--- src/exr_consts.svh ---
// Offsets, field positions, codes and decode masks of the exception unit.
`ifndef EXR_CONSTS_SVH
`define EXR_CONSTS_SVH

// ==========================================================
// Register byte offsets
`define EXR_STATUS_OFF     8'h00
`define EXR_CAUSE_OFF      8'h04
`define EXR_RETPC_OFF      8'h08
`define EXR_MATCH_LO_OFF   8'h0C
`define EXR_MATCH_HI_OFF   8'h10
`define EXR_FCSR_OFF       8'h14

// ==========================================================
// Status field positions
`define EXR_ST_GIE         0
`define EXR_ST_LEVEL       1
`define EXR_ST_MODE_LO     3
`define EXR_ST_MODE_HI     4
`define EXR_ST_WIDE_OK     5
`define EXR_ST_KWIDE       7
`define EXR_ST_MASK_LO     8
`define EXR_ST_MASK_HI     15
`define EXR_ST_CU_LO       28
`define EXR_ST_CU_HI       31

// ==========================================================
// Cause, float status and match field positions
`define EXR_CA_CODE_LO     2
`define EXR_CA_CODE_HI     6
`define EXR_CA_SOFT_LO     8
`define EXR_CA_SOFT_HI     9
`define EXR_CA_HW_LO       10
`define EXR_CA_HW_HI       15
`define EXR_CA_COP_LO      28
`define EXR_CA_COP_HI      29
`define EXR_CA_SLOT        31
`define EXR_FCSR_LO        12
`define EXR_FCSR_HI        17
`define EXR_MATCH_LOAD     1
`define EXR_MATCH_STORE    0
`define EXR_MATCH_ADDR_LO  3

// ==========================================================
// Cause codes
`define EXR_INT_CODE       5'h00
`define EXR_FETCH_BUS_CODE 5'h06
`define EXR_DATA_BUS_CODE  5'h07
`define EXR_KCALL_CODE     5'h08
`define EXR_BRKPT_CODE     5'h09
`define EXR_RSVD_CODE      5'h0A
`define EXR_COP_CODE       5'h0B
`define EXR_WRAP_CODE      5'h0C
`define EXR_CHECK_CODE     5'h0D
`define EXR_FLOAT_CODE     5'h0F
`define EXR_WATCH_CODE     5'h17

// ==========================================================
// Instruction decode
`define EXR_OP_FUNC        6'h00
`define EXR_OP_RIMM        6'h01
`define EXR_OP_SUM_IMM     6'h08
`define EXR_OP_WSUM_IMM    6'h18
`define EXR_OP_COPZ_HI     4'h4
`define EXR_OP_COPLS_HI    2'h3
`define EXR_FN_SUM         6'h20
`define EXR_FN_DIFF        6'h22
`define EXR_FN_WSUM        6'h2C
`define EXR_FN_WDIFF       6'h2E
`define EXR_FN_KCALL       6'h0C
`define EXR_FN_BRKPT       6'h0D
`define EXR_FN_TRAP_HI     3'h6
`define EXR_RT_TRAP_HI     2'h1
`define EXR_MODE_KERNEL    2'h0
`define EXR_PRIM_OK        64'hF7FFFFFF0FFFFFFF
`define EXR_FUNC_OK        64'hDD5FFCFFFFDFBFDF
`define EXR_RIMM_OK        32'h000F5F0F
`define EXR_PRIM_WIDE      64'h909030000F000000
`define EXR_FUNC_WIDE      64'hDD00F000F0D00000

`endif

--- src/exr_pkg.sv ---
// Types shared by the exception unit and its neighbours.
package exr_pkg;

  // ========================================================
  // Carriers
  typedef struct packed {
    logic        valid;
    logic [31:0] instr;
    logic [31:0] pc;
    logic        in_slot;
    logic [31:0] branch_pc;
    logic [63:0] op_a;
    logic [63:0] op_b;
  } exr_pipe_t;

  typedef struct packed {
    logic        valid;
    logic        load;
    logic        store;
    logic        cache_op;
    logic [35:0] paddr;
  } exr_mem_t;

  // ========================================================
  // Whole state of the unit
  typedef struct packed {
    logic        global_irq_enable;
    logic        exception_level_flag;
    logic [1:0]  mode;
    logic        wide_ok;
    logic        kernel_wide_addr_flag;
    logic [7:0]  irq_mask;
    logic [3:0]  cop_usable;
    logic [4:0]  cause_code_field;
    logic        delay_slot_flag;
    logic [1:0]  cop_num;
    logic [1:0]  soft_irq;
    logic [5:0]  hw_live;
    logic [31:0] return_pc_reg;
    logic [31:0] addr_match_low_reg;
    logic [3:0]  addr_match_high_reg;
    logic [5:0]  float_cause;
    logic [5:0]  hw_s1;
    logic [5:0]  hw_s2;
    logic [5:0]  hw_s3;
    logic [1:0]  be_s1;
    logic [1:0]  be_s2;
    logic [1:0]  be_s3;
    logic [1:0]  be_live;
    logic [1:0]  be_pend;
    logic        watch_pend;
    logic        pready;
    logic        pslverr;
    logic [31:0] prdata;
    logic        take;
    logic [4:0]  take_code;
    logic        irq;
  } exr_state_t;

endpackage

--- src/exr_cpu_exception_detect_record.sv ---
// Exception detection and recording unit with its APB register file.
//
// The placing of the registers and the APB slave port were left to the implementer.
`timescale 1ns/1ps
`include "exr_consts.svh"

module exr_cpu_exception_detect_record #(
  parameter logic [63:0] PRIM_OK   = `EXR_PRIM_OK,
  parameter logic [63:0] FUNC_OK   = `EXR_FUNC_OK,
  parameter logic [31:0] RIMM_OK   = `EXR_RIMM_OK,
  parameter logic [63:0] PRIM_WIDE = `EXR_PRIM_WIDE,
  parameter logic [63:0] FUNC_WIDE = `EXR_FUNC_WIDE
) (
  input  wire logic              pclk,
  input  wire logic              presetn,
  input  wire logic              clk_en,
  input  wire logic              psel,
  input  wire logic              penable,
  input  wire logic              pwrite,
  input  wire logic [7:0]        paddr,
  input  wire logic [31:0]       pwdata,
  output logic      [31:0]       prdata,
  output logic                   pready,
  output logic                   pslverr,
  input  wire exr_pkg::exr_pipe_t pipe,
  input  wire exr_pkg::exr_mem_t mem,
  input  wire logic              bus_fault_fetch,
  input  wire logic              bus_fault_data,
  input  wire logic [5:0]        hw_irq,
  input  wire logic [5:0]        float_cause_set,
  input  wire logic              return_from_handler,
  output logic                   exc_take,
  output logic      [4:0]        exc_code,
  output logic      [31:0]       exc_return_pc,
  output logic                   exc_delay_slot,
  output logic                   cpu_irq
);
  import exr_pkg::*;

  // ========================================================
  // Arithmetic helpers
  function automatic logic wraps(input logic [63:0] a, input logic [63:0] b,
                                 input logic sub, input logic wide);
    logic [63:0] r;
    logic        sa;
    logic        sb;
    logic        sr;
    r  = sub ? a - b : a + b;
    sa = wide ? a[63] : a[31];
    sb = wide ? b[63] : b[31];
    sr = wide ? r[63] : r[31];
    wraps = sub ? ((sa != sb) && (sr != sa)) : ((sa == sb) && (sr != sa));
  endfunction

  function automatic logic trap_true(input logic [63:0] a,
                                     input logic [63:0] b,
                                     input logic [2:0]  sel);
    case (sel)
      3'h0:    trap_true = $signed(a) >= $signed(b);
      3'h1:    trap_true = a >= b;
      3'h2:    trap_true = $signed(a) < $signed(b);
      3'h3:    trap_true = a < b;
      3'h4:    trap_true = a == b;
      default: trap_true = a != b;
    endcase
  endfunction

  exr_state_t  s;
  exr_state_t  next_s;
  logic [5:0]  opc;
  logic [5:0]  fn;
  logic [4:0]  rt;
  logic [63:0] imm;
  logic        kernel;
  logic        hit_cop;
  logic        hit_rsvd;
  logic        hit_kcall;
  logic        hit_brk;
  logic        hit_wrap;
  logic        hit_check;
  logic        hit_float;
  logic        hit_watch;
  logic        hit_int;
  logic        watch_match;
  logic        irq_now;
  logic [7:0]  pending;
  logic [1:0]  cop_sel;
  logic        is_cop;
  logic        is_wide;
  logic [31:0] rd_word;
  logic        rd_ok;
  logic        wr_now;

  // ========================================================
  // Decode; the breakpoint payload is never looked at.
  assign opc    = pipe.instr[31:26];
  assign fn     = pipe.instr[5:0];
  assign rt     = pipe.instr[20:16];
  assign imm    = {{48{pipe.instr[15]}}, pipe.instr[15:0]};
  assign kernel = (s.mode == `EXR_MODE_KERNEL) || s.exception_level_flag;
  assign is_cop = (opc[5:2] == `EXR_OP_COPZ_HI) ||
                  ((opc[5:4] == `EXR_OP_COPLS_HI) && (^opc[1:0]));
  assign cop_sel = opc[1:0];
  // Kernel mode runs wide ops whatever the kernel wide flag says.
  assign is_wide = PRIM_WIDE[opc] ||
                   ((opc == `EXR_OP_FUNC) && FUNC_WIDE[fn]);

  always_comb begin
    hit_cop   = 1'b0;
    hit_rsvd  = 1'b0;
    hit_kcall = 1'b0;
    hit_brk   = 1'b0;
    hit_wrap  = 1'b0;
    hit_check = 1'b0;
    if (pipe.valid) begin
      hit_cop = is_cop && !s.cop_usable[cop_sel] &&
                !((cop_sel == 2'h0) && kernel);
      hit_rsvd = !PRIM_OK[opc] ||
                 ((opc == `EXR_OP_FUNC) && !FUNC_OK[fn]) ||
                 ((opc == `EXR_OP_RIMM) && !RIMM_OK[rt]) ||
                 (is_wide && !kernel && !s.wide_ok);
      if (opc == `EXR_OP_FUNC) begin
        hit_kcall = fn == `EXR_FN_KCALL;
        hit_brk   = fn == `EXR_FN_BRKPT;
        hit_wrap  = ((fn == `EXR_FN_SUM) || (fn == `EXR_FN_WSUM) ||
                     (fn == `EXR_FN_DIFF) || (fn == `EXR_FN_WDIFF)) &&
                    wraps(pipe.op_a, pipe.op_b, fn[1],
                          fn == `EXR_FN_WSUM || fn == `EXR_FN_WDIFF);
        hit_check = (fn[5:3] == `EXR_FN_TRAP_HI) && FUNC_OK[fn] &&
                    trap_true(pipe.op_a, pipe.op_b, fn[2:0]);
      end else if (opc == `EXR_OP_RIMM) begin
        hit_check = (rt[4:3] == `EXR_RT_TRAP_HI) && RIMM_OK[rt] &&
                    trap_true(pipe.op_a, imm, rt[2:0]);
      end else begin
        hit_wrap = ((opc == `EXR_OP_SUM_IMM) ||
                    (opc == `EXR_OP_WSUM_IMM)) &&
                   wraps(pipe.op_a, imm, 1'b0,
                         opc == `EXR_OP_WSUM_IMM);
      end
    end
  end

  // ========================================================
  // Watch, float and interrupt conditions
  assign watch_match = mem.valid && !mem.cache_op &&
    (mem.paddr[35:`EXR_MATCH_ADDR_LO] ==
     {s.addr_match_high_reg,
      s.addr_match_low_reg[31:`EXR_MATCH_ADDR_LO]}) &&
    ((mem.load && s.addr_match_low_reg[`EXR_MATCH_LOAD]) ||
     (mem.store && s.addr_match_low_reg[`EXR_MATCH_STORE]));
  assign pending   = {s.hw_live, s.soft_irq};
  assign irq_now   = s.global_irq_enable && |(pending & s.irq_mask);
  assign hit_float = pipe.valid && !s.exception_level_flag &&
                     (|s.float_cause);
  assign hit_watch = pipe.valid && !s.exception_level_flag &&
                     s.watch_pend;
  assign hit_int   = pipe.valid && !s.exception_level_flag && irq_now;

  // ========================================================
  // Register read mux
  always_comb begin
    rd_word = 32'h00000000;
    rd_ok   = 1'b1;
    unique case (paddr)
      `EXR_STATUS_OFF: begin
        rd_word[`EXR_ST_GIE]   = s.global_irq_enable;
        rd_word[`EXR_ST_LEVEL] = s.exception_level_flag;
        rd_word[`EXR_ST_MODE_HI:`EXR_ST_MODE_LO] = s.mode;
        rd_word[`EXR_ST_WIDE_OK] = s.wide_ok;
        rd_word[`EXR_ST_KWIDE]   = s.kernel_wide_addr_flag;
        rd_word[`EXR_ST_MASK_HI:`EXR_ST_MASK_LO] = s.irq_mask;
        rd_word[`EXR_ST_CU_HI:`EXR_ST_CU_LO]     = s.cop_usable;
      end
      `EXR_CAUSE_OFF: begin
        rd_word[`EXR_CA_CODE_HI:`EXR_CA_CODE_LO] = s.cause_code_field;
        rd_word[`EXR_CA_SOFT_HI:`EXR_CA_SOFT_LO] = s.soft_irq;
        rd_word[`EXR_CA_HW_HI:`EXR_CA_HW_LO]     = s.hw_live;
        rd_word[`EXR_CA_COP_HI:`EXR_CA_COP_LO]   = s.cop_num;
        rd_word[`EXR_CA_SLOT] = s.delay_slot_flag;
      end
      `EXR_RETPC_OFF:    rd_word = s.return_pc_reg;
      `EXR_MATCH_LO_OFF: rd_word = s.addr_match_low_reg;
      `EXR_MATCH_HI_OFF: rd_word[3:0] = s.addr_match_high_reg;
      `EXR_FCSR_OFF:     rd_word[`EXR_FCSR_HI:`EXR_FCSR_LO] = s.float_cause;
      default:           rd_ok = 1'b0;
    endcase
  end

  assign wr_now = psel && penable && s.pready && pwrite && rd_ok;

  // ========================================================
  // Next state
  always_comb begin
    next_s = s;
    // Pins pass three flops; a change counts once the last two agree.
    next_s.hw_s1 = hw_irq;
    next_s.hw_s2 = s.hw_s1;
    next_s.hw_s3 = s.hw_s2;
    next_s.be_s1 = {bus_fault_data, bus_fault_fetch};
    next_s.be_s2 = s.be_s1;
    next_s.be_s3 = s.be_s2;
    for (int i = 0; i < 6; i++) begin
      if (s.hw_s2[i] == s.hw_s3[i]) begin
        next_s.hw_live[i] = s.hw_s3[i];
      end
    end
    for (int i = 0; i < 2; i++) begin
      if (s.be_s2[i] == s.be_s3[i]) begin
        next_s.be_live[i] = s.be_s3[i];
      end
    end

    // APB: one wait state, then the answer stands for one cycle.
    next_s.pready  = psel && penable && !s.pready;
    next_s.pslverr = psel && penable && !s.pready && !rd_ok;
    next_s.prdata  = (psel && penable && !s.pready && !pwrite) ?
                     rd_word : 32'h00000000;
    if (wr_now) begin
      unique case (paddr)
        `EXR_STATUS_OFF: begin
          next_s.global_irq_enable     = pwdata[`EXR_ST_GIE];
          next_s.exception_level_flag  = pwdata[`EXR_ST_LEVEL];
          next_s.mode    = pwdata[`EXR_ST_MODE_HI:`EXR_ST_MODE_LO];
          next_s.wide_ok = pwdata[`EXR_ST_WIDE_OK];
          next_s.kernel_wide_addr_flag = pwdata[`EXR_ST_KWIDE];
          next_s.irq_mask   = pwdata[`EXR_ST_MASK_HI:`EXR_ST_MASK_LO];
          next_s.cop_usable = pwdata[`EXR_ST_CU_HI:`EXR_ST_CU_LO];
        end
        `EXR_CAUSE_OFF:
          next_s.soft_irq = pwdata[`EXR_CA_SOFT_HI:`EXR_CA_SOFT_LO];
        `EXR_RETPC_OFF:    next_s.return_pc_reg = pwdata;
        `EXR_MATCH_LO_OFF: next_s.addr_match_low_reg = pwdata;
        `EXR_MATCH_HI_OFF: next_s.addr_match_high_reg = pwdata[3:0];
        `EXR_FCSR_OFF:
          next_s.float_cause = pwdata[`EXR_FCSR_HI:`EXR_FCSR_LO];
        default: ;
      endcase
    end
    // Hardware sets win over a software clear in the same cycle.
    next_s.float_cause = next_s.float_cause | float_cause_set;
    next_s.be_pend = s.be_pend | (next_s.be_live & ~s.be_live);
    next_s.watch_pend = s.watch_pend | watch_match;
    if (return_from_handler) begin
      next_s.exception_level_flag = 1'b0;
    end

    // Only the top condition is recorded; lower bus fault, watch, float and interrupt requests stay pending, the others are dropped.
    next_s.take      = 1'b0;
    next_s.take_code = s.take_code;
    if (pipe.valid && s.be_pend[0]) begin
      next_s.take      = 1'b1;
      next_s.take_code = `EXR_FETCH_BUS_CODE;
      next_s.be_pend[0] = next_s.be_live[0] & ~s.be_live[0];
    end else if (pipe.valid && s.be_pend[1]) begin
      next_s.take      = 1'b1;
      next_s.take_code = `EXR_DATA_BUS_CODE;
      next_s.be_pend[1] = next_s.be_live[1] & ~s.be_live[1];
    end else if (hit_cop) begin
      next_s.take      = 1'b1;
      next_s.take_code = `EXR_COP_CODE;
      next_s.cop_num   = cop_sel;
    end else if (hit_rsvd) begin
      next_s.take      = 1'b1;
      next_s.take_code = `EXR_RSVD_CODE;
    end else if (hit_kcall || hit_brk) begin
      next_s.take      = 1'b1;
      next_s.take_code = hit_kcall ? `EXR_KCALL_CODE : `EXR_BRKPT_CODE;
    end else if (hit_wrap) begin
      next_s.take      = 1'b1;
      next_s.take_code = `EXR_WRAP_CODE;
    end else if (hit_check) begin
      next_s.take      = 1'b1;
      next_s.take_code = `EXR_CHECK_CODE;
    end else if (hit_float) begin
      next_s.take      = 1'b1;
      next_s.take_code = `EXR_FLOAT_CODE;
    end else if (hit_watch) begin
      next_s.take       = 1'b1;
      next_s.take_code  = `EXR_WATCH_CODE;
      next_s.watch_pend = watch_match;
    end else if (hit_int) begin
      next_s.take      = 1'b1;
      next_s.take_code = `EXR_INT_CODE;
    end
    if (next_s.take) begin
      next_s.cause_code_field = next_s.take_code;
      // A nested exception keeps the outer return point.
      if (!s.exception_level_flag) begin
        next_s.return_pc_reg   = pipe.in_slot ? pipe.branch_pc
                                              : pipe.pc;
        next_s.delay_slot_flag = pipe.in_slot;
      end
      next_s.exception_level_flag = 1'b1;
    end
    next_s.irq = irq_now;
  end

  always_ff @(posedge pclk or negedge presetn) begin
    if (!presetn) begin
      s <= '0;
    end else if (clk_en) begin
      s <= next_s;
    end
  end

  assign prdata         = s.prdata;
  assign pready         = s.pready;
  assign pslverr        = s.pslverr;
  assign exc_take       = s.take;
  assign exc_code       = s.take_code;
  assign exc_return_pc  = s.return_pc_reg;
  assign exc_delay_slot = s.delay_slot_flag;
  assign cpu_irq        = s.irq;
endmodule

--- config.mk ---
export PLATFORM = sky130hd
export DESIGN_NAME = exr_cpu_exception_detect_record
export DESIGN_NICKNAME = d
export VERILOG_FILES = /design/src/exr_pkg.sv /design/src/exr_cpu_exception_detect_record.sv
export VERILOG_INCLUDE_DIRS = /design/src
export SDC_FILE = /design/constraint.sdc
export NUM_CORES = 1
export LEC_CHECK = 0
export BUFFER_PORTS_ARGS = -buffer_cell sky130_fd_sc_hd__buf_2
export CORE_ASPECT_RATIO = 1.2
export CORE_UTILIZATION = 30
export DETAILED_ROUTE_END_ITERATION = 10
export GPL_ROUTABILITY_DRIVEN = 0
export PLACE_DENSITY_LB_ADDON = 0.05
export RECOVER_POWER = 50
export SETUP_SLACK_MARGIN = 0.15
export SLEW_MARGIN = 20
export SYNTH_ARGS = -nofsm -noshare
export SYNTH_HDL_FRONTEND = slang
export SYNTH_SLANG_ARGS = --single-unit
--- constraint.sdc ---
create_clock -name pclk -period 2.6 [get_ports pclk]
set_input_delay 0.13 -clock pclk [delete_from_list [all_inputs] [get_ports pclk]]
set_output_delay 0.13 -clock pclk [all_outputs]
set_load 0.05 [all_outputs]
==> metrics.txt <==
worst-margin pin slew=2.13 ns; Mean Syn Cell Area=8.78 um^2; CP Capture Type=flip-flop; clk slew on worst S/H paths=0.07 ns; Core ar.=0.0539 mm^2; H-tree Lvls=4; drt wl/cell=20.0 um; final hold violations=0; max_cap viols=1; Max-slew headroom=-0.419; setup ws final=-1.13 ns; Layout area overhead=46.7%; post-synthesis cell count=1,869; full die area=0.0557 mm^2; max-slew violations=80; hpwl dp=54,000 um; Detailed Route Iter0 Violations=716; Post-DRT Antenna Nets=0; Clock Tree Buf Depth=2; failing checks=max-capacitance violations, max-slew violations, negative setup slack; Total Neg Setup Slack=-47.34 ns; 1st-pass router iterations=5; CP required=2.96 ns; Tmin final=3.73 ns; initial antenna violation count=11; top_reg_cell synth=dfrtp_1; vias after detailed routing=between 15,000 and 20,000; CTS tree=built; # IOs=401; Syn Std Cell Area=0.0164 mm^2; status=complete, but fails checks; Post-synth EDFFs=0; Vert. Die Dim=258 um; RSZ-0062 raised after global routing=true; Remaining Overflow, GRT=0; Starting Density=0.305; largest net degree at the start of global routing=80; largest fanout on the critical path=7; top post-synthesis cells by count=ha_1 (257), dfrtp_1 (178), inv_1 (174); DP Area=0.0216 mm^2; via/cell ratio=between 4 and 5; Rows=93; port bufs=392; share of cells above drive strength 1=0.393; final WL=roughly 67,000 um; CP arrival=slightly above 4 ns; Async SR Flop Fraction=1.00; DRC Markers=0; root buffer cell=clkbuf_16; Clock Skew=0.0105 ns; chip width=216 um; top cell type's share of synthesized area=0.271; Sink Count=178; crit path launch type=input pin; pre-CTS WS=-1.90 ns; Yosys warning total=0; sequential-to-total area share from yosys stat=0.271; Synth Net Count=around 2,500; Yosys top cell by area=dfrtp_1; Tightest Hold Check Type=in -> reg; worst skew pair latency=0.45 ns; Synth area leaders=dfrtp_1 (27%), ha_1 (20%), o21ai_0 (4.4%), inv_1 (4.0%), a21oi_1 (3.7%); TritonCTS Buffers=17; final instance area=around 0.024 mm^2; vias in the first global route=17,100; Final nets=3,223; FF+latch count, synth=between 150 and 200; setup violators final=46; Pwr Density=approximately 480 mW/mm^2; first-pass GRT wire length=100,000 um; max frequency=268 MHz; Design Power=0.0115 W; Peak VDD IR=0.517 mV; P_leak=11.9 nW; fin crit share=1.43; CP Class=in -> reg; most frequent cell after synthesis=ha_1; gr usage total=0.235; count of different cell masters after synthesis=80
-- final timing paths --
path	start	end	slack, ns	cells past startpoint
worst max-delay path	pipe[208]	exc_return_pc[27]	-1.13	20
worst min-delay path	pwdata[31]	exc_return_pc[31]	0.02	3
worst max register to register	s[73]	exc_return_pc[27]	-0.48	13
worst min register to register	s[44]	s[42]	0.48	1
max in group asynchronous	presetn	prdata[17]	0.40	3
min in group asynchronous	presetn	prdata[23]	0.81	2
-- cells in the final DEF (no fill, tap or decap), drive strengths merged, types with 6 or more instances in the layout --
master	n
xnor2	7
xor2	29
nor2b	25
nand4	47
nor2	101
o21bai	12
mux2	20
o211ai	12
o32a	7
a211oi	11
a21o	12
dfrtp	178
a22oi	12
and3	9
a31oi	11
nor4	34
nand2b	13
nor3	59
a221oi	37
a32o	9
o2bb2ai	21
mux2i	56
ha	257
buf	836
inv	182
or3	6
o21a	10
o31ai	12
nand2	138
o21ai	145
mux4	10
dlygate4sd3	36
clkbuf	26
a22o	6
nand3	44
a21oi	122
nor3b	6
or4	9
a221o	7
-- kinds of logic (layout without fill, tap and decap cells) --
family                   after synthesis  count (layout)  share of synthesized area
flip-flops                           178             178                      0.271
AND/OR/NAND/NOR                      516             516                      0.156
multiplexers                          86              86                     0.0616
buffers and inverters                306            1088                     0.0880
AO/OA/AOI/OAI                        490             491                      0.207
adder cells (fa/ha/maj)              257             257                      0.196
other                                  0               2                          0
XOR/XNOR                              36              36                     0.0192
-- critical path, stage by stage --
cell and delay [ns]:
buf_8 0.09, clkinvlp_4 0.11, buf_12 0.16, buf_16 0.15
ha_4 0.21, or4_4 0.52, or4_4 0.50, buf_6 0.13
or2_4 0.22, or3_4 0.33, mux2i_1 0.18, nor3_2 0.06
o211ai_2 0.19, a21oi_4 0.12, a211oi_4 0.26, buf_12 0.17
buf_12 0.12, clkbuf_16 0.17, nor3_2 0.06, a221oi_2 0.17
-- per-layer routing --
layer,wire length (um),track usage,part of all wire,up-vias
li1,-,-,-,8281
met1,26600,0.266,0.40,8051
met2,36500,0.460,0.54,373
met3,2100,0.0268,0.031,97
met4,1930,0.0621,0.029,8
met5,45,0,0.00067,-
-- through the flow --
| step | util | hold WS (ns) | instances |
|---|---|---|---|
| global placement | 0.402 | 0.222 | 3248 |
| floorplan | - | -0.166 | 1869 |
| detailed placement | 0.402 | 0.219 | 3248 |
| CTS | 0.433 | 0.00337 | 3339 |
| finish | 0.447 | 0.0215 | 3366 |
| global route | 0.447 | 0.0227 | 3365 |
-- registers in the layout (all words and copies together) (netlist names) --
signal / count
cpu_irq: 1
exc_code: 5
exc_delay_slot: 1
exc_return_pc: 32
exc_take: 1
next_s: 16
pending: 8
prdata: 32
pready: 1
pslverr: 1
s: 80
-- report_power, final --
part | internal [W] | switching, W
registers | 0.00319 | 0.000523
clock network | 0.00125 | 0.00124
logic | 0.00225 | 0.00302
total | 0.00669 | 0.00478
-- what timing repair did --
| item | in CTS | in global routing |
|---|---|---|
| setup endpoints to repair | 46 | 52 |
| resized for setup | 75 | 91 |
| hold buffers | 36 | 0 |
| buffers inserted | 15 | 22 |
| gates cloned | 8 | 3 |
| pin swaps | 22 | 49 |
| endpoints found under the hold margin | 116 | 0 |
-- area by class of cell --
class,instances,area [um^2]
Clock buffer,17,425
Timing Repair Buffer,881,6150
Tap cell,712,891
Multi-Input combinational cell,1386,11400
Fill cell,5352,29800
Clock inverter,15,121
Sequential cell,178,4450
Antenna cell,2,5.00
Inverter,175,661
Power figures use the tool's default switching activity.
